--- config.mk ---
export PLATFORM = sky130hd
export DESIGN_NAME = lgec_expander
export DESIGN_NICKNAME = d
export VERILOG_FILES = /design/src/hdl/lgec_pkg.sv /design/src/hdl/lgec_blink_channel.sv /design/src/hdl/lgec_expander.sv
export SDC_FILE = /design/constraint.sdc
export NUM_CORES = 1
export LEC_CHECK = 0
export BUFFER_PORTS_ARGS = -buffer_cell sky130_fd_sc_hd__buf_2
export CORE_ASPECT_RATIO = 1.25
export CORE_MARGIN = 2
export CORE_UTILIZATION = 25
export CTS_CLUSTER_DIAMETER = 30
export DETAILED_ROUTE_END_ITERATION = 8
export GPL_ROUTABILITY_DRIVEN = 0
export PLACE_DENSITY = 0.4
export RECOVER_POWER = 50
export SLEW_MARGIN = 20
export SYNTH_ARGS = -nofsm -noshare
export SYNTH_HDL_FRONTEND = slang
export SYNTH_SLANG_ARGS = --single-unit
--- constraint.sdc ---
create_clock -name mclk -period 6.4 [get_ports mclk]
set_input_delay 0.64 -clock mclk [delete_from_list [all_inputs] [get_ports mclk]]
set_output_delay 0.64 -clock mclk [all_outputs]
set_load 0.05 [all_outputs]
--- src/hdl/lgec_pkg.sv ---
package lgec_pkg;

   ////////////////////////////////////////////////////////////////////////////
   // timing: blink timebase derived from the system clock
   localparam int MCLK_HZ       = 20_000_000;                                  // system clock rate
   localparam int BLINK_BASE_HZ = 152;                                         // fastest blink rate
   localparam int BLINK_STEPS   = 256;                                         // duty counter steps
   // clocks per duty step, rounded rather than floored: one clock short is about a fifth of a percent of blink rate
   localparam int TICK_CYCLES   = (MCLK_HZ + BLINK_BASE_HZ * BLINK_STEPS / 2) / (BLINK_BASE_HZ * BLINK_STEPS);
   localparam int TICK_W        = $clog2(TICK_CYCLES);

   ////////////////////////////////////////////////////////////////////////////
   // register pointer values
   localparam logic [3:0] PTR_INPUT_LOW    = 4'h0;
   localparam logic [3:0] PTR_INPUT_HIGH   = 4'h1;
   localparam logic [3:0] PTR_PRESCALE_0   = 4'h2;
   localparam logic [3:0] PTR_DUTY_0       = 4'h3;
   localparam logic [3:0] PTR_PRESCALE_1   = 4'h4;
   localparam logic [3:0] PTR_DUTY_1       = 4'h5;
   localparam logic [3:0] PTR_SEL_0_3      = 4'h6;
   localparam logic [3:0] PTR_SEL_4_7      = 4'h7;
   localparam logic [3:0] PTR_SEL_8_11     = 4'h8;
   localparam logic [3:0] PTR_SEL_12_15    = 4'h9;
   localparam logic [3:0] PTR_LAST         = 4'h9;

   ////////////////////////////////////////////////////////////////////////////
   // command byte and slave address layout
   localparam int         CMD_AI_BIT       = 4;                                // auto_increment flag position
   localparam int         CMD_PTR_LSB      = 0;                                // pointer nibble position
   localparam logic [3:0] ADDR_FIXED       = 4'hC;                             // upper four address bits

   ////////////////////////////////////////////////////////////////////////////
   // reset values
   localparam logic [7:0] PRESCALE_RESET   = 8'h00;
   localparam logic [7:0] DUTY_RESET       = 8'h80;
   localparam logic [7:0] SEL_RESET        = 8'h00;
   localparam logic [3:0] PTR_RESET        = 4'h0;

   ////////////////////////////////////////////////////////////////////////////
   // led_pin_selector codes
   localparam logic [1:0] SEL_RELEASED     = 2'h0;
   localparam logic [1:0] SEL_DRIVE_LOW    = 2'h1;
   localparam logic [1:0] SEL_BLINK_FIRST  = 2'h2;
   localparam logic [1:0] SEL_BLINK_SECOND = 2'h3;

   localparam int NUM_PINS     = 16;
   localparam int PINS_PER_SEL = 4;
   localparam int NUM_SEL      = 4;
   localparam int NUM_BLINK    = 2;

   ////////////////////////////////////////////////////////////////////////////
   // types
   typedef enum logic [2:0] {
      ST_IDLE,
      ST_ADDR,
      ST_CMD,
      ST_WDATA,
      ST_ACK,
      ST_RDATA,
      ST_MACK
   } lgec_bus_state_t;

   typedef struct packed {
      logic [7:0] prescale;                                                    // period = (prescale+1)/152 s
      logic [7:0] duty;                                                        // low time = duty/256
   } lgec_blink_cfg_t;

   typedef struct packed {
      logic [7:0] pre_cnt;
      logic [7:0] step_cnt;
      logic       active;
   } lgec_blink_state_t;

   typedef struct packed {
      lgec_bus_state_t                 bus;
      logic                            scl_q;
      logic                            sda_q;
      logic [7:0]                      shift;
      logic [3:0]                      bit_cnt;
      logic                            rw;
      logic                            cmd_seen;
      logic                            mack;
      logic [3:0]                      ptr;
      logic                            ai;
      lgec_blink_cfg_t [NUM_BLINK-1:0] blink;
      logic [NUM_SEL-1:0][7:0]         sel;
      logic [NUM_BLINK-1:0]            restart;
      logic [TICK_W-1:0]               tick_cnt;
      logic                            tick;
      logic                            sda_oe;
      logic [NUM_PINS-1:0]             pin_oe;
   } lgec_state_t;

endpackage : lgec_pkg

--- src/hdl/lgec_blink_channel.sv ---
`timescale 1ns/10ps
module lgec_blink_channel
   import lgec_pkg::*;
(
   input  wire logic      mclk,        // system clock
   input  wire logic      rst_n,       // combined async reset, low active
   input  wire logic      tick,        // one duty step of the timebase
   input  wire logic      restart,     // duty written, restart the count
   input  lgec_blink_cfg_t cfg,        // prescale and duty
   output logic           active       // high while pins must be pulled low
);

   lgec_blink_state_t state;
   lgec_blink_state_t next_state;

   ////////////////////////////////////////////////////////////////////////////
   // prescaler stretches each duty step by prescale+1 ticks
   always_comb begin
      next_state = state;
      if (restart) begin
         next_state.pre_cnt  = 8'h00;
         next_state.step_cnt = 8'h00;
      end else if (tick) begin
         if (state.pre_cnt >= cfg.prescale) begin
            next_state.pre_cnt  = 8'h00;
            next_state.step_cnt = state.step_cnt + 8'h01;
         end else begin
            next_state.pre_cnt = state.pre_cnt + 8'h01;
         end
      end
      // a duty of zero never drives, and with duty at most 255 the top step is always released
      next_state.active = (next_state.step_cnt < cfg.duty);
   end

   ////////////////////////////////////////////////////////////////////////////
   // state register
   always_ff @(posedge mclk or negedge rst_n) begin
      if (!rst_n) begin
         state <= '{pre_cnt: 8'h00, step_cnt: 8'h00, active: 1'b0};
      end else begin
         state <= next_state;
      end
   end

   assign active = state.active;

endmodule : lgec_blink_channel

--- src/hdl/lgec_expander.sv ---
`timescale 1ns/10ps
// Function
// - Pin levels are readable through pin_input_low and pin_input_high.
// - Released selector code leaves the open-drain output undriven.
// - Drive-low selector code drives the pin low continuously.
// - Reset pin low returns registers and serial state machine to defaults.
// - Logic held in reset while supply stays below power-on threshold.
// - Supply rising past threshold releases reset with defaults loaded.
// - Answers slave address C0h with address-select pins low.
// - Command 12h sets auto_increment, pointer at blink_prescaler_0, then sequence.
// - Writing 55h to first selector drives pins 0 to 3 low.
// - Writing FFh to third selector blinks pins 8 to 11 on second channel.
// - Prescaler zero gives first channel 152 Hz blink.
// - Code 10 blinks with first channel, code 11 with second.
// - Blink period equals prescaler plus one, divided by 152, seconds.
// - 8-bit counter 0..255 drives low while below duty value.
// - With auto_increment the pointer advances and wraps to zero after last selector.
module lgec_expander
   import lgec_pkg::*;
(
   input  wire logic                mclk,             // 20 MHz system clock
   input  wire logic                reset_n,          // external reset pin, low active
   input  wire logic                supply_ok,        // power-on detector, low while supply is short
   input  wire logic                addr_select_bit0, // address-select pin 0
   input  wire logic                addr_select_bit1, // address-select pin 1
   input  wire logic                addr_select_bit2, // address-select pin 2
   input  wire logic                scl_in,           // serial clock level
   input  wire logic                sda_in,           // serial data level
   output logic                     sda_out,          // serial data drive value, always low
   output logic                     sda_oe,           // serial data pulled low when high
   input  wire logic [NUM_PINS-1:0] pin_in,           // pin levels
   output logic [NUM_PINS-1:0]      pin_out,          // pin drive values, always low
   output logic [NUM_PINS-1:0]      pin_oe            // pin pulled low when high
);

   localparam lgec_state_t STATE_RESET = '{
      bus:      ST_IDLE,
      scl_q:    1'b1,
      sda_q:    1'b1,
      shift:    8'h00,
      bit_cnt:  4'h0,
      rw:       1'b0,
      cmd_seen: 1'b0,
      mack:     1'b0,
      ptr:      PTR_RESET,
      ai:       1'b0,
      blink:    {NUM_BLINK{PRESCALE_RESET, DUTY_RESET}},
      sel:      {NUM_SEL{SEL_RESET}},
      restart:  2'h0,
      tick_cnt: '0,
      tick:     1'b0,
      sda_oe:   1'b0,
      pin_oe:   16'h0000
   };

   lgec_state_t            s;
   lgec_state_t            n;
   logic                   rst_n;
   logic [NUM_BLINK-1:0]   blink_active;

   ////////////////////////////////////////////////////////////////////////////
   // functions

   // pointer step; without auto_increment the pointer stays put
   function automatic logic [3:0] next_ptr(input logic [3:0] ptr, input logic ai);
      logic [3:0] res;
      res = ptr;
      if (ai) begin
         if (ptr >= PTR_LAST) begin
            res = 4'h0;
         end else begin
            res = ptr + 4'h1;
         end
      end
      return res;
   endfunction : next_ptr

   // read data for a pointer; unmapped pointers read as zero
   function automatic logic [7:0] reg_read(input logic [3:0] ptr, input logic [NUM_PINS-1:0] pins,
                                           input lgec_state_t st);
      logic [7:0] res;
      res = 8'h00;
      case (ptr)
         PTR_INPUT_LOW:  res = pins[7:0];
         PTR_INPUT_HIGH: res = pins[15:8];
         PTR_PRESCALE_0: res = st.blink[0].prescale;
         PTR_DUTY_0:     res = st.blink[0].duty;
         PTR_PRESCALE_1: res = st.blink[1].prescale;
         PTR_DUTY_1:     res = st.blink[1].duty;
         PTR_SEL_0_3:    res = st.sel[0];
         PTR_SEL_4_7:    res = st.sel[1];
         PTR_SEL_8_11:   res = st.sel[2];
         PTR_SEL_12_15:  res = st.sel[3];
         default:        res = 8'h00;
      endcase
      return res;
   endfunction : reg_read

   // selector code to pull-low decision
   function automatic logic drive_low(input logic [1:0] code, input logic [NUM_BLINK-1:0] blink);
      logic res;
      res = 1'b0;
      case (code)
         SEL_RELEASED:     res = 1'b0;
         SEL_DRIVE_LOW:    res = 1'b1;
         SEL_BLINK_FIRST:  res = blink[0];
         SEL_BLINK_SECOND: res = blink[1];
         default:          res = 1'b0;
      endcase
      return res;
   endfunction : drive_low

   ////////////////////////////////////////////////////////////////////////////
   // reset: pin and power-on detector both hold everything in reset
   assign rst_n = reset_n & supply_ok;

   ////////////////////////////////////////////////////////////////////////////
   // next state: timebase, serial engine, register writes, pin drive
   always_comb begin
      logic       scl_rise;
      logic       scl_fall;
      logic       start_cond;
      logic       stop_cond;
      logic [7:0] rdata;
      logic [1:0] code;
      scl_rise   = ~s.scl_q & scl_in;
      scl_fall   = s.scl_q & ~scl_in;
      start_cond = s.scl_q & scl_in & s.sda_q & ~sda_in;
      stop_cond  = s.scl_q & scl_in & ~s.sda_q & sda_in;
      rdata      = reg_read(s.ptr, pin_in, s);
      code       = 2'h0;

      n         = s;
      n.scl_q   = scl_in;
      n.sda_q   = sda_in;
      n.tick    = 1'b0;
      n.restart = 2'h0;

      // duty step timebase; 514 clocks trade a fraction of a percent in rate for no fractional divider
      if (s.tick_cnt == TICK_W'(TICK_CYCLES - 1)) begin
         n.tick_cnt = '0;
         n.tick     = 1'b1;
      end else begin
         n.tick_cnt = s.tick_cnt + 1'b1;
      end

      // start and stop win over any bit activity, even mid-byte
      if (start_cond) begin
         n.bus      = ST_ADDR;
         n.bit_cnt  = 4'h0;
         n.sda_oe   = 1'b0;
         n.cmd_seen = 1'b0;
         n.mack     = 1'b0;
      end else if (stop_cond) begin
         n.bus    = ST_IDLE;
         n.sda_oe = 1'b0;
         n.mack   = 1'b0;
      end else begin
         case (s.bus)
            ST_IDLE: begin
               n.sda_oe = 1'b0;
            end
            ST_ADDR, ST_CMD, ST_WDATA: begin
               if (scl_rise) begin
                  n.shift   = {s.shift[6:0], sda_in};
                  n.bit_cnt = s.bit_cnt + 4'h1;
               end else if (scl_fall && s.bit_cnt == 4'h8) begin
                  // acknowledge is driven from this fall to the next
                  n.bit_cnt = 4'h0;
                  n.bus     = ST_ACK;
                  n.sda_oe  = 1'b1;
                  case (s.bus)
                     ST_ADDR: begin
                        if (s.shift[7:1] == {ADDR_FIXED, addr_select_bit2, addr_select_bit1,
                                             addr_select_bit0}) begin
                           n.rw = s.shift[0];
                        end else begin
                           n.bus    = ST_IDLE;
                           n.sda_oe = 1'b0;
                        end
                     end
                     ST_CMD: begin
                        n.ptr      = s.shift[CMD_PTR_LSB +: 4];
                        n.ai       = s.shift[CMD_AI_BIT];
                        n.cmd_seen = 1'b1;
                     end
                     default: begin
                        // input registers and unmapped pointers are acked but ignored
                        case (s.ptr)
                           PTR_PRESCALE_0: n.blink[0].prescale = s.shift;
                           PTR_DUTY_0: begin
                              n.blink[0].duty = s.shift;
                              n.restart[0]    = 1'b1;
                           end
                           PTR_PRESCALE_1: n.blink[1].prescale = s.shift;
                           PTR_DUTY_1: begin
                              n.blink[1].duty = s.shift;
                              n.restart[1]    = 1'b1;
                           end
                           PTR_SEL_0_3:   n.sel[0] = s.shift;
                           PTR_SEL_4_7:   n.sel[1] = s.shift;
                           PTR_SEL_8_11:  n.sel[2] = s.shift;
                           PTR_SEL_12_15: n.sel[3] = s.shift;
                           default:       n.sel    = s.sel;
                        endcase
                        n.ptr = next_ptr(s.ptr, s.ai);
                     end
                  endcase
               end
            end
            ST_ACK: begin
               if (scl_fall) begin
                  n.bit_cnt = 4'h0;
                  if (s.rw) begin
                     // input levels are captured at this fall
                     n.bus    = ST_RDATA;
                     n.shift  = rdata;
                     n.sda_oe = ~rdata[7];
                  end else begin
                     n.bus    = s.cmd_seen ? ST_WDATA : ST_CMD;
                     n.sda_oe = 1'b0;
                  end
               end
            end
            ST_RDATA: begin
               if (scl_rise) begin
                  n.bit_cnt = s.bit_cnt + 4'h1;
               end else if (scl_fall) begin
                  if (s.bit_cnt == 4'h8) begin
                     n.bus     = ST_MACK;
                     n.bit_cnt = 4'h0;
                     n.sda_oe  = 1'b0;
                  end else begin
                     n.shift  = {s.shift[6:0], 1'b0};
                     n.sda_oe = ~s.shift[6];
                  end
               end
            end
            ST_MACK: begin
               if (scl_rise) begin
                  if (!sda_in) begin
                     n.mack = 1'b1;
                     n.ptr  = next_ptr(s.ptr, s.ai);
                  end else begin
                     // no acknowledge: stay off the line until the next start
                     n.bus  = ST_IDLE;
                     n.ptr  = next_ptr(s.ptr, s.ai);
                  end
               end else if (scl_fall && s.mack) begin
                  n.mack    = 1'b0;
                  n.bus     = ST_RDATA;
                  n.bit_cnt = 4'h0;
                  n.shift   = rdata;
                  n.sda_oe  = ~rdata[7];
               end
            end
            default: begin
               n.bus    = ST_IDLE;
               n.sda_oe = 1'b0;
            end
         endcase
      end

      // pin drive from selectors; the pin is read back whatever it is set to
      for (int i = 0; i < NUM_PINS; i++) begin
         code        = s.sel[i / PINS_PER_SEL][(i % PINS_PER_SEL) * 2 +: 2];
         n.pin_oe[i] = drive_low(code, blink_active);
      end
   end

   ////////////////////////////////////////////////////////////////////////////
   // state register; reset releases every line
   always_ff @(posedge mclk or negedge rst_n) begin
      if (!rst_n) begin
         s <= STATE_RESET;
      end else begin
         s <= n;
      end
   end

   ////////////////////////////////////////////////////////////////////////////
   // two blink channels
   for (genvar ch = 0; ch < NUM_BLINK; ch++) begin : g_blink
      lgec_blink_channel u_blink (
         .mclk    (mclk),
         .rst_n   (rst_n),
         .tick    (s.tick),
         .restart (s.restart[ch]),
         .cfg     (s.blink[ch]),
         .active  (blink_active[ch])
      );
   end

   ////////////////////////////////////////////////////////////////////////////
   // open-drain outputs only ever pull low
   assign sda_out = 1'b0;
   assign sda_oe  = s.sda_oe;
   assign pin_out = '0;
   assign pin_oe  = s.pin_oe;

endmodule : lgec_expander

* After elaboration in Yosys (flattened, before gate mapping)
Index checks and enable logic that the tools add are counted.
** Word-level totals
- Register bits after elaboration :: 153
- Input bits :: 24
- Output and inout bits :: 34
- Logic and storage cells :: 311
** Cells by class
- Add/sub/neg operators :: 7
- Magnitude comparators :: 5
- Eq/ne operators :: 98
- Multiplexer cells :: 105
- Bitwise logic cells :: 18
- Reductions and logical operators :: 49
** Operator list (number)
- 71-bit two-way mux :: 2
- 8-bit two-way mux :: 16
- 8-bit case mux with 10 select lines :: 1
- 7-bit AND reduction :: 11
- 1-bit case mux with 4 select lines :: 17
- 66-bit two-way mux :: 1
- 2-bit equality test, second input constant :: 32
- 16-bit two-way mux :: 4
- 12-bit two-way mux :: 4
- 12-bit case mux with 4 select lines :: 1
- 4-bit != test, second input constant :: 11
- 3-bit two-way mux :: 14
- 8-bit by 1-bit adder with 8-bit output, second input constant :: 4
- 2-bit by 1-bit equality test with 1-bit output, second input constant :: 16
- 2-bit logical NOT :: 16
- 4-bit two-way mux :: 7
- 1-bit two-way mux :: 26
- 2-bit != test, second input constant :: 13
- 4-bit by 3-bit equality test with 1-bit output, second input constant :: 4
- 8-bit >= comparator :: 2
- 8-bit < comparator :: 2
- 4-bit case mux with 2 select lines :: 2
- 3-bit case mux with 5 select lines :: 1
- 4-bit equality test, second input constant :: 3
- other kinds (34) :: 72

* Longest topological paths before layout
Gate-level depths: netlist of run 1.
- Word-level depth :: 9
- Gate-level depth with buffers :: 15
- Gate-level depth less buffers :: 14

* Cells and area by module
From an unflattened synthesis of run 1, not the netlist that was laid out.
** Second synthesis, totals
- Cells, all modules :: 895
- Area total of the unflattened synthesis :: 9032.4 um2
** Modules (own cells, without submodules)
- lgec_expander :: instances 1, cells an instance 609, area an instance 6467.5 um2, sequential area each 2982.9 um2
- lgec_blink_channel :: instances 2, cells an instance 143, area an instance 1282.5 um2, sequential area each 425.4 um2

* Least setup slack after synthesis of run 1
OpenSTA, ideal clock, no wires.
- Path type :: flip-flop to flip-flop
- From :: register g_blink[1].u_blink.state[9] (netlist bit)
- To :: register g_blink[1].u_blink.state, in the netlist g_blink[1].u_blink.active
- Setup time :: 0.101 ns
- Arrival :: 3.007 ns
- Data required time :: 6.299 ns
- Path slack :: 3.292 ns
- Stages on the path, launching flop included :: 16
- Buffers on the path :: 1
- Period minus slack after synthesis :: 3.108 ns
- Cell sequence :: dfrtp_1 -> inv_1 -> ha_1 -> nand2b_1 -> a211oi_1 -> o21bai_1 -> a31oi_2 -> buf_2 -> mux2i_1 -> nor2_1 -> ha_1 -> o21a_1 -> o21a_1 -> o21ai_0 -> nor4b_1 -> nor4_1
** RTL lines
- start: declaration :: RTL line lgec_blink_channel.sv:13 : lgec_blink_state_t state;
- start signal: assignment :: RTL line lgec_blink_channel.sv:39 : state <= '{pre_cnt: 8'h00, step_cnt: 8'h00, active: 1'b0};
- start signal: assignment :: RTL line lgec_blink_channel.sv:41 : state <= next_state;

==> flow_summary.yaml, run 1 <==
critical_path:
  startpoint_type: "input port"
  cp_slowest_cell: "clkbuf_1"
  path_class: "in -> async"
  critPathBufInv: 2
  timing.critical_path.slowest_cell_delay_ns: 2.30
  endpoint_kind: "asynchronous set/reset pin"
  critPathMaxFanout: 59
  worst-path-stages: 3
  path_cells: "buf_2 -> and2_4 -> clkbuf_1"
  worstPathArrival_ns: 3.81
  crit_required_ns: 6.23
  path_delay_family: "buffers and inverters"
  reg2reg_depth: 14
power_and_ir_drop:
  vdd_drop_max_v: 0.0001631
  leakage_nw: 4.169
  power_density_nw_per_um2: 240.4
die:
  row_count: 76
  die_w_um: 170.4
  core_area_um2: 34330
  die-area_um2: 36120
  start_util_pct: 25.20
  ios: 58
  die_h_um: 212.0
place:
  port_buffers: 40
  dp_slack_ns: 2.825
  hpwlAfterDp_um: 16620
  placedCellCount: 1307
hold_path:
  hold_depth: 1
  hp-class: "in -> reg"
clocking:
  post_cts_resized: 0
  cts.sinks: 153
  cts_hold_buf: 0
  clock_latency_ns: 0.45
  cts.reportedPaths.clkPinSlew_ns: 0.06
  cts_setup_buffers: 0
  htreeDepth: 4
  cts_buffers: 17
  clk_path_buf_depth: 2
  cts_tree: "done"
  root_buffer: "clkbuf_16"
sta:
  fin_ws_ns: 2.426
  fin_skew_ns: 0.01259
  worst_pin_slew_ns: 3.184
  relSlewSlack_pct: -112.3
  drv_slew: 98
  holdWs_ns: 0.3430
  tns_ns: 0
  min_period_over_period_pct: 62.09
  grt_setup_unrepaired: "no"
  finalHoldViolations: 0
  period_minus_slack_ns: 3.974
  max_freq_ghz: 0.2516
  setup_viol: 0
global_route:
  grt.total_usage_pct: 13.97
  grt_pass1_vias: 6350
  overflow: 0
  antenna_found_initial: 0
  grt_max_degree: 60
  grt_pass1_wl_um: 38040
logic_synthesis:
  synth-edff-count: 0
  ys_seq_area_share_pct: 44.31
  syn_area_um2: 8652
  synth_warnings: 0
  synth_cells: 856
  synth_cell_type_count: 68
  async_flop_share_pct: 100.0
  synth_top_flop_cell: "dfrtp_1"
  ys_ff_latch: 153
  postSynthAreaPerCell_um2: 10.11
drt:
  vias: 6401
  drt-total-wl_um: 23970
  viasPerCell: 4.802
  drt_iter0_markers: 359
  final_antenna_net_count: 0
  post_drt_wl_per_cell_um: 17.98
  route.detailed.drc: 0
  drtPass1Iterations: 5
finish:
  nNetsFinal: 927
  nFillCells: 3606
  fin_cells: 1333
  area_delta_synth_final_pct: 11.08
  drive_gt1_share_pct: 16.99
  num_antenna_cells: 0
  final_core_util_pct: 28.00
flow_run:
  maxCapViolations: 2
outcome:
  failed_checks: "capacitance limit, slew limit"
  outcome: "finished with violations"
cell usage in the layout (no fill, tap or decap), drive strengths merged, types with 7 or more instances in the layout:
cell type	instances
o21ai	44
a221oi	14
and3	11
nand2b	16
conb	17
or3	12
a31oi	32
ha	45
a21oi	64
nor2	39
inv	49
a22oi	16
mux2	68
clkbuf	43
a211oi	7
xnor2	11
dfrtp	149
buf	25
nor4	7
a22o	13
nand2	53
nand3	25
xor2	7
cell type report:
class / count / area, um^2 / area share [%]
well taps: 468 / 585.6 / 6.093
repair buffers: 46 / 214.0 / 2.226
clock inverters: 4 / 47.55 / 0.4947
multi-input cells: 591 / 4272 / 44.45
flip-flops and latches: 153 / 3834 / 39.89
clock buffers: 22 / 474.2 / 4.934
inverters: 49 / 183.9 / 1.914
path summary, 6_finish.rpt:
| check | slack, ns | endpoint | from |
|---|---|---|---|
| worst min register to register | 0.49 | s[26] | s[26] |
| worst min-delay path | 0.34 | s[115] | scl_in |
| min in group asynchronous | 0.40 | s[24] | supply_ok |
| max in group mclk | 2.81 | g_blink[0].u_blink.active | g_blink[0].u_blink.state[9] |
| worst max register to register | 2.81 | g_blink[0].u_blink.active | g_blink[0].u_blink.state[9] |
| worst max-delay path | 2.43 | s[84] | reset_n |
cells by family after synthesis:
| group | count (synthesis) | synth area share, % |
|---|---|---|
| AO/OA/AOI/OAI | 234 | 17.86 |
| AND/OR/NAND/NOR | 204 | 12.70 |
| flip-flops | 153 | 44.31 |
| buffers and inverters | 128 | 7.332 |
| multiplexers | 73 | 9.429 |
| adder cells (fa/ha/maj) | 45 | 6.508 |
| XOR/XNOR | 18 | 1.822 |
| other | 1 | 0.04334 |
power breakdown:
| group | internal (mW) | total (mW) | switching [mW] | leakage (nW) |
|---|---|---|---|---|
| Combinational | 0.0747 | 0.223 | 0.149 | 1.85 |
| Clock | 0.550 | 0.946 | 0.396 | 0.256 |
| Sequential | 1.00 | 1.14 | 0.140 | 2.07 |
synth_stat cells (all sizes together) (7+ instances only):
library cell,count,area share (%)
nand3,25,1.6
inv,49,2.1
dfrtp,149,43
nand2b,16,1.2
xnor2,11,1.1
a21oi,64,3.7
a221oi,14,1.4
o21ai,44,2.5
a22o,13,1.3
nand2,53,2.5
ha,45,6.5
and3,11,0.80
a211oi,7,0.67
xor2,7,0.71
or3,12,0.87
nor4,7,0.51
clkbuf,25,1.1
a22oi,16,1.4
nor2,39,1.8
buf,54,4.1
a31oi,32,2.5
mux2,68,8.9
layer usage:
layer	part of all wire (%)	wire length, um	track usage (%)
met5	0	0	0
met4	1.8	425	5.158
met3	2.6	632	2.625
met2	52	12360	24.11
met1	44	10550	17.31
state kept, by name (all words and copies together) (netlist names):
register and count:
sda_oe 1, g_blink.u_blink.active 2, pin_oe 16, s 102, g_blink.u_blink.state 32
stage by stage:
| step | instance area [um^2] | power, mW |
|---|---|---|
| detailed placement | 9095 | 1.390 |
| floorplan | 8712 | 1.278 |
| finish | 9610 | 2.310 |
| global route | 9610 | 2.425 |
| CTS | 9617 | 2.361 |
| global placement | 9095 | 1.392 |
(Power assumes the default switching activity.)
==> inputs of run 2 (changes only) <==
--- a/config.mk
+++ b/config.mk
@@ -5,6 +5,7 @@
 export SDC_FILE = /design/constraint.sdc
 export NUM_CORES = 1
 export LEC_CHECK = 0
+export ABC_AREA = 1
 export BUFFER_PORTS_ARGS = -buffer_cell sky130_fd_sc_hd__buf_2
 export CORE_ASPECT_RATIO = 1.25
 export CORE_MARGIN = 2
==> constraint.sdc (replaced) <==
create_clock -name mclk -period 3.75 [get_ports mclk]
set_input_delay 0.375 -clock mclk [delete_from_list [all_inputs] [get_ports mclk]]
set_output_delay 0.375 -clock mclk [all_outputs]
set_load 0.05 [all_outputs]
==> run 2 against run 1 <==
- sequential share of layout area shrank 0.12 points
- clock-buffer cell count shrank 4
- global-route usage shrank 0.056 points
- the flow still finishes with violations (capacitance limit, slew limit)
- largest cell class is now registers
- critical path type is now reg -> reg
- wire length grew 0.25%
- via count grew 5.2%
- cell count grew 13%
- combinational power grew to 5.2 times the previous value
- register-to-register slack lost 1.8 ns
- highest routed layer unchanged
- non-clock buffer count shrank 4
==> flow_summary.yaml, run 2 <==
sta:
  period_minus_slack_ns: 2.742
  fin_ws_ns: 1.008
  setup_viol: 0
  finalHoldViolations: 0
  max_freq_ghz: 0.3646
  relSlewSlack_pct: -38.46
  worst_pin_slew_ns: 2.077
  grt_setup_unrepaired: "no"
  drv_slew: 155
  min_period_over_period_pct: 73.13
  fin_skew_ns: 0.01361
  tns_ns: 0
die:
  die_h_um: 211.5
  row_count: 76
  die_w_um: 170.0
  die-area_um2: 35970
  start_util_pct: 25.16
  ios: 58
  core_area_um2: 34230
logic_synthesis:
  synth_top_cell_by_area: "dfrtp_1"
  synth_top_area_share_pct: 43.28
  ys_ff_latch: 153
  synth_cells: 1044
  synth-edff-count: 0
  synth_area_leaders: "dfrtp_1 (43%), nand2_1 (8.1%), inv_1 (7.5%)"
  synth_cell_type_count: 45
  synthTopCellsByCount: "nand2_1 (186), inv_1 (173), dfrtp_1 (149)"
  ys_seq_area_share_pct: 44.50
  async_flop_share_pct: 100.0
  synth_top_flop_cell: "dfrtp_1"
  syn_area_um2: 8615
  synth_warnings: 0
  yosysMostFrequentCell: "nand2_1"
  postSynthAreaPerCell_um2: 8.251
global_route:
  overflow: 0
  grt_pass1_vias: 6615
  grt.total_usage_pct: 13.91
  antenna_found_initial: 0
  grt_max_degree: 79
  grt_pass1_wl_um: 37850
critical_path:
  reg2reg_from: "g_blink[0].u_blink.state[12]"
  path_class: "reg -> reg"
  cp_slowest_cell: "dfrtp_1"
  endpoint_kind: "register"
  path_cells: "ha_1 -> nand2_1 -> nor2_1 -> nor2_1 -> nand2_1 -> nand2_1 -> nand2_1 -> nand2_1 -> inv_1 -> nand2_1 -> nor2_1 -> nand3_1 -> nor2_1 -> nand2_1 -> nand2_1 -> nor2_1 -> ha_1 -> a21oi_1 -> o21ai_0 -> a21oi_1"
  timing.critical_path.slowest_cell_delay_ns: 0.42
  cp-startpoint: "g_blink[0].u_blink.state[12]"
  r2r_slack_ns: 1.01
  crit_required_ns: 4.10
  r2r_end: "g_blink[0].u_blink.active"
  startpoint_type: "register"
  cp_common_cell: "nand2_1"
  reg2reg_depth: 20
  critPathMaxFanout: 4
  worstPathArrival_ns: 3.09
drt:
  route.detailed.drc: 0
  drt-total-wl_um: 24030
  post_drt_wl_per_cell_um: 15.93
  final_antenna_net_count: 0
  drt_iter0_markers: 409
  vias: 6735
  viasPerCell: 4.466
  drtPass1Iterations: 5
place:
  placed_area_um2: 9050
  hpwlAfterDp_um: 17560
  dp_slack_ns: 0.9780
  port_buffers: 40
clocking:
  cts_tree: "done"
  post_cts_resized: 0
  cts.sinks: 153
  cts_hold_buf: 0
  clock_latency_ns: 0.43
  root_buffer: "clkbuf_16"
  clk_path_buf_depth: 2
  cts_setup_buffers: 0
  cts_buffers: 17
  htreeDepth: 4
  cts.reportedPaths.clkPinSlew_ns: 0.07
finish:
  final_cell_mix: "nand2_1 (186), inv_1 (172), dfrtp_1 (149)"
  largest_reg_flops: 102
  layout_commonest_cell: "nand2_1"
  drive_gt1_share_pct: 10.01
  fin_area_um2: 9641
  num_antenna_cells: 0
  area_delta_synth_final_pct: 11.91
  top_register: "s"
  nNetsFinal: 1135
  nFillCells: 3719
outcome:
  outcome: "finished with violations"
  failed_checks: "capacitance limit, slew limit"
power_and_ir_drop:
  vdd_drop_max_v: 0.0003080
  leakage_nw: 4.590
  power_density_nw_per_um2: 509.5
hold_path:
  hold_depth: 1
  hp-class: "in -> reg"
  min_from: "scl_in"
  min_to: "s[115]"
flow_run:
  maxCapViolations: 2
[run 2: cell count changes after synthesis, sizes merged, moves of 33 or more]
| cell | previous run | this run |
|---|---|---|
| nor2 | 39 | 72 |
| o21ai | 44 | 110 |
| mux2 | 68 | 0 |
| nand2 | 53 | 188 |
| o22ai | 4 | 46 |
| inv | 49 | 178 |
[run 2: worst max-delay path by stage]
stage	cells after the start	end
after floorplan	2	g_blink[0].u_blink.active
after global placement	20	g_blink[0].u_blink.active
after detailed placement	20	g_blink[0].u_blink.active
after CTS	20	g_blink[0].u_blink.active
after global routing	18	g_blink[1].u_blink.active
final	20	g_blink[0].u_blink.active
[run 2: through the flow]
| step | cells | hold WS (ns) | util (%) | total power [mW] |
|---|---|---|---|---|
| after floorplan | 1060 | 0.3795 | - | 2.683 |
| after global placement | 1476 | 0.4561 | 26.44 | 3.092 |
| after detailed placement | 1476 | 0.4587 | 26.44 | 3.091 |
| after CTS | 1508 | 0.04879 | 28.26 | 4.993 |
| after global routing | 1508 | 0.06581 | 28.16 | 5.186 |
| final | 1508 | 0.08022 | 28.16 | 4.912 |
[run 2: report_power, final]
part | switching [mW] | leakage (nW) | internal, mW
clock | 0.749 | 0.297 | 1.12
combinational | 0.843 | 2.29 | 0.310
sequential | 0.144 | 2.01 | 1.75
total | 1.74 | 4.59 | 3.18
[run 2: layout make-up]
type                            instances  area (um^2)  share of cell area [%]
Clock buffer                           18        429.2                   4.452
Clock inverter                         14        196.4                   2.038
Tap cell                              429        536.8                   5.568
Inverter                              180        681.9                   7.073
Sequential cell                       153         3834                   39.77
Multi-Input combinational cell        672         3755                   38.95
Timing Repair Buffer                   42        207.7                   2.154
[run 2: critical path, delay by kind of cell (launching register included)]
| family | cells | cell delay [ns] |
|---|---|---|
| buffers and inverters | 1 | 0.13 |
| DFF | 1 | 0.42 |
| AOI/OAI and AO/OA | 3 | 0.34 |
| adders and majority gates | 2 | 0.61 |
| and+or+nand+nor | 14 | 1.16 |
[run 2: cells by family (layout without fill, tap and decap cells)]
group,count (synthesis),count (layout),synth area share (%)
DFF,153,153,44.50
buffers and inverters,235,254,12.61
and+or+nand+nor,343,343,17.49
other,1,17,0.04353
muxes,1,1,0.1162
xor gates and xnor gates,25,25,2.542
adders and majority gates,45,45,6.536
AOI/OAI and AO/OA,241,241,16.17
[run 2: per-layer routing]
metal,share of wire [%],vias up,GRT usage [%]
met4,1.1,0,3.566
met3,3.2,14,2.374
met1,47,3184,18.63
met2,48,112,23.29
met5,0,-,0
li1,-,3425,-
==> inputs of run 3 (changes only) <==
==> constraint.sdc (replaced) <==
create_clock -name mclk -period 2.79 [get_ports mclk]
set_input_delay 0.279 -clock mclk [delete_from_list [all_inputs] [get_ports mclk]]
set_output_delay 0.279 -clock mclk [all_outputs]
set_load 0.05 [all_outputs]
==> run 3 against run 2 <==
- the run still ends with capacitance limit, slew limit left
- clock skew is 0.0026 ns lower
- sequential cell count stayed put
- wire length is 1.2% higher
- clock power is 30% higher
- combinational power is 37% higher
- hold slack better by 0.080 ns
- register-to-register slack worse by 0.76 ns
- critical path type unchanged
- critical endpoint unchanged
- largest cell class is now multi-input combinational cells
- highest routed layer unchanged
==> flow_summary.yaml, run 3 (same netlist as run 2, synthesis figures left out) <==
critical_path:
  endpoint_kind: "register"
  r2r_slack_ns: 0.25
  path_class: "reg -> reg"
  reg2reg_depth: 21
  critPathMaxFanout: 4
  startpoint_type: "register"
  crit_required_ns: 3.15
  cp-startpoint: "g_blink[0].u_blink.state[9]"
  r2r_end: "g_blink[0].u_blink.active"
  reg2reg_from: "g_blink[0].u_blink.state[9]"
  worstPathArrival_ns: 2.90
outcome:
  outcome: "finished with violations"
  failed_checks: "capacitance limit, slew limit"
die:
  die-area_um2: 35970
  core_area_um2: 34230
  start_util_pct: 25.16
  die_h_um: 211.5
  ios: 58
  row_count: 76
  die_w_um: 170.0
drt:
  drtPass1Iterations: 5
  drt-total-wl_um: 24310
  post_drt_wl_per_cell_um: 15.87
  drt_iter0_markers: 395
  viasPerCell: 4.465
  route.detailed.drc: 0
  vias: 6840
  final_antenna_net_count: 0
finish:
  drive_gt1_share_pct: 13.51
  top_register: "s"
  largest_reg_flops: 102
  fin_area_um2: 9930
  layout_commonest_cell: "nand2_1"
  num_antenna_cells: 0
  nNetsFinal: 1159
  area_delta_synth_final_pct: 15.27
  final_cell_mix: "nand2_1 (180), inv_1 (170), dfrtp_1 (149)"
sta:
  fin_skew_ns: 0.01097
  fin_ws_ns: 0.2488
  min_period_over_period_pct: 91.08
  tns_ns: 0
  relSlewSlack_pct: -4.199
  finalHoldViolations: 0
  drv_slew: 89
  setup_viol: 0
  worst_pin_slew_ns: 1.563
  max_freq_ghz: 0.3935
  holdWs_ns: 0.1601
  period_minus_slack_ns: 2.541
global_route:
  grt.total_usage_pct: 14.01
  grt_pass1_vias: 6689
  overflow: 0
  grt_max_degree: 60
  grt_pass1_wl_um: 38110
  antenna_found_initial: 0
power_and_ir_drop:
  seqPwrFrac_pct: 38.8
  vdd_drop_max_v: 0.0003635
  p_clk_share_pct: 37.1
  leakage_nw: 4.735
  p_switching_mw: 2.312
  power_density_nw_per_um2: 659.8
  combinationalPowerShare_pct: 24.0
  sw_frac_of_total_pct: 35.29
  internal-power_mw: 4.239
flow_run:
  maxCapViolations: 2
place:
  placed_area_um2: 9168
  hpwlAfterDp_um: 17840
  dp_slack_ns: 0.04459
  port_buffers: 40
hold_path:
  hp-class: "in -> async"
clocking:
  root_buffer: "clkbuf_16"
  cts.reportedPaths.clkPinSlew_ns: 0.07
  htreeDepth: 4
  clk_path_buf_depth: 2
  cts_tree: "done"
  clock_latency_ns: 0.43
  cts_buffers: 17
  cts.sinks: 153
-- run 3: cell types whose count changed in the layout (fill, tap and decap cells not counted), sizes merged, moves of 2 or more --
cell         delta
buf            +21
clkbuf          +4
dlygate4sd3     +2
inv             -2
-- run 3: worst max-delay path by stage --
stage	to	slack, ns
after floorplan	g_blink[1].u_blink.active	0.39
after global placement	g_blink[0].u_blink.active	0.11
after detailed placement	g_blink[0].u_blink.active	0.04
after CTS	g_blink[0].u_blink.active	0.03
after global routing	g_blink[0].u_blink.active	-0.007
final	g_blink[0].u_blink.active	0.25
-- run 3: worst max-delay path, stage by stage (launching register included) --
cell and delay (ns):
dfrtp_1 0.39, inv_1 0.06, ha_1 0.27, nand2_1 0.05
nor2_1 0.10, nor2_1 0.04, nand2_1 0.08, nand2_2 0.06
nand2_2 0.08, nand2_2 0.07, inv_2 0.11, nand2_4 0.06
nor2_4 0.12, nand3_2 0.10, nor2_4 0.13, nand2_2 0.05
nand2_1 0.05, nor2_1 0.05, ha_1 0.28, a21oi_1 0.14
o21ai_1 0.07, a21oi_1 0.11
-- run 3: cell type report --
class / instances / area, um^2
Multi-Input combinational cell: 672 / 3881
Timing Repair Buffer: 66 / 389.1
Tap cell: 429 / 536.8
Clock inverter: 11 / 146.4
Inverter: 180 / 681.9
Fill cell: 3717 / 24300
Sequential cell: 153 / 3834
Clock buffer: 21 / 460.4
-- run 3: timing repair --
item,CTS,global route
endpoints found under the setup margin,0,2
setup buffers,0,8
hold buffers,2,0
resized for setup,0,29
endpoints found under the hold margin,2,0
-- run 3: power groups by stage --
stage | Clock (mW) | Combinational (mW) | Sequential (mW)
6_report | 2.43 | 1.57 | 2.54
5_1_grt | 2.60 | 1.76 | 2.56
4_1_cts | 2.51 | 1.60 | 2.54
3_5_place_dp | 0 | 1.59 | 2.58
3_3_place_gp | 0 | 1.60 | 2.58
2_1_floorplan | 0 | 1.11 | 2.50
-- run 3: per-layer routing --
metal | track usage (%) | share of wire (%) | routed length [um] | up-vias
met1 | 18.41 | 46 | 11210 | 3215
met3 | 2.430 | 3.7 | 911 | 22
li1 | - | - | - | 3474
met2 | 23.32 | 48 | 11740 | 129
met4 | 4.657 | 1.9 | 451 | 0
met5 | 0 | 0 | 0 | -
-- run 3: per-stage QoR --
step	power, mW	instances	utilization [%]
final	6.552	1532	29.01
after global routing	6.917	1532	29.01
after CTS	6.649	1524	28.61
after detailed placement	4.177	1490	26.78
after global placement	4.186	1490	26.78
after floorplan	3.607	1060	-
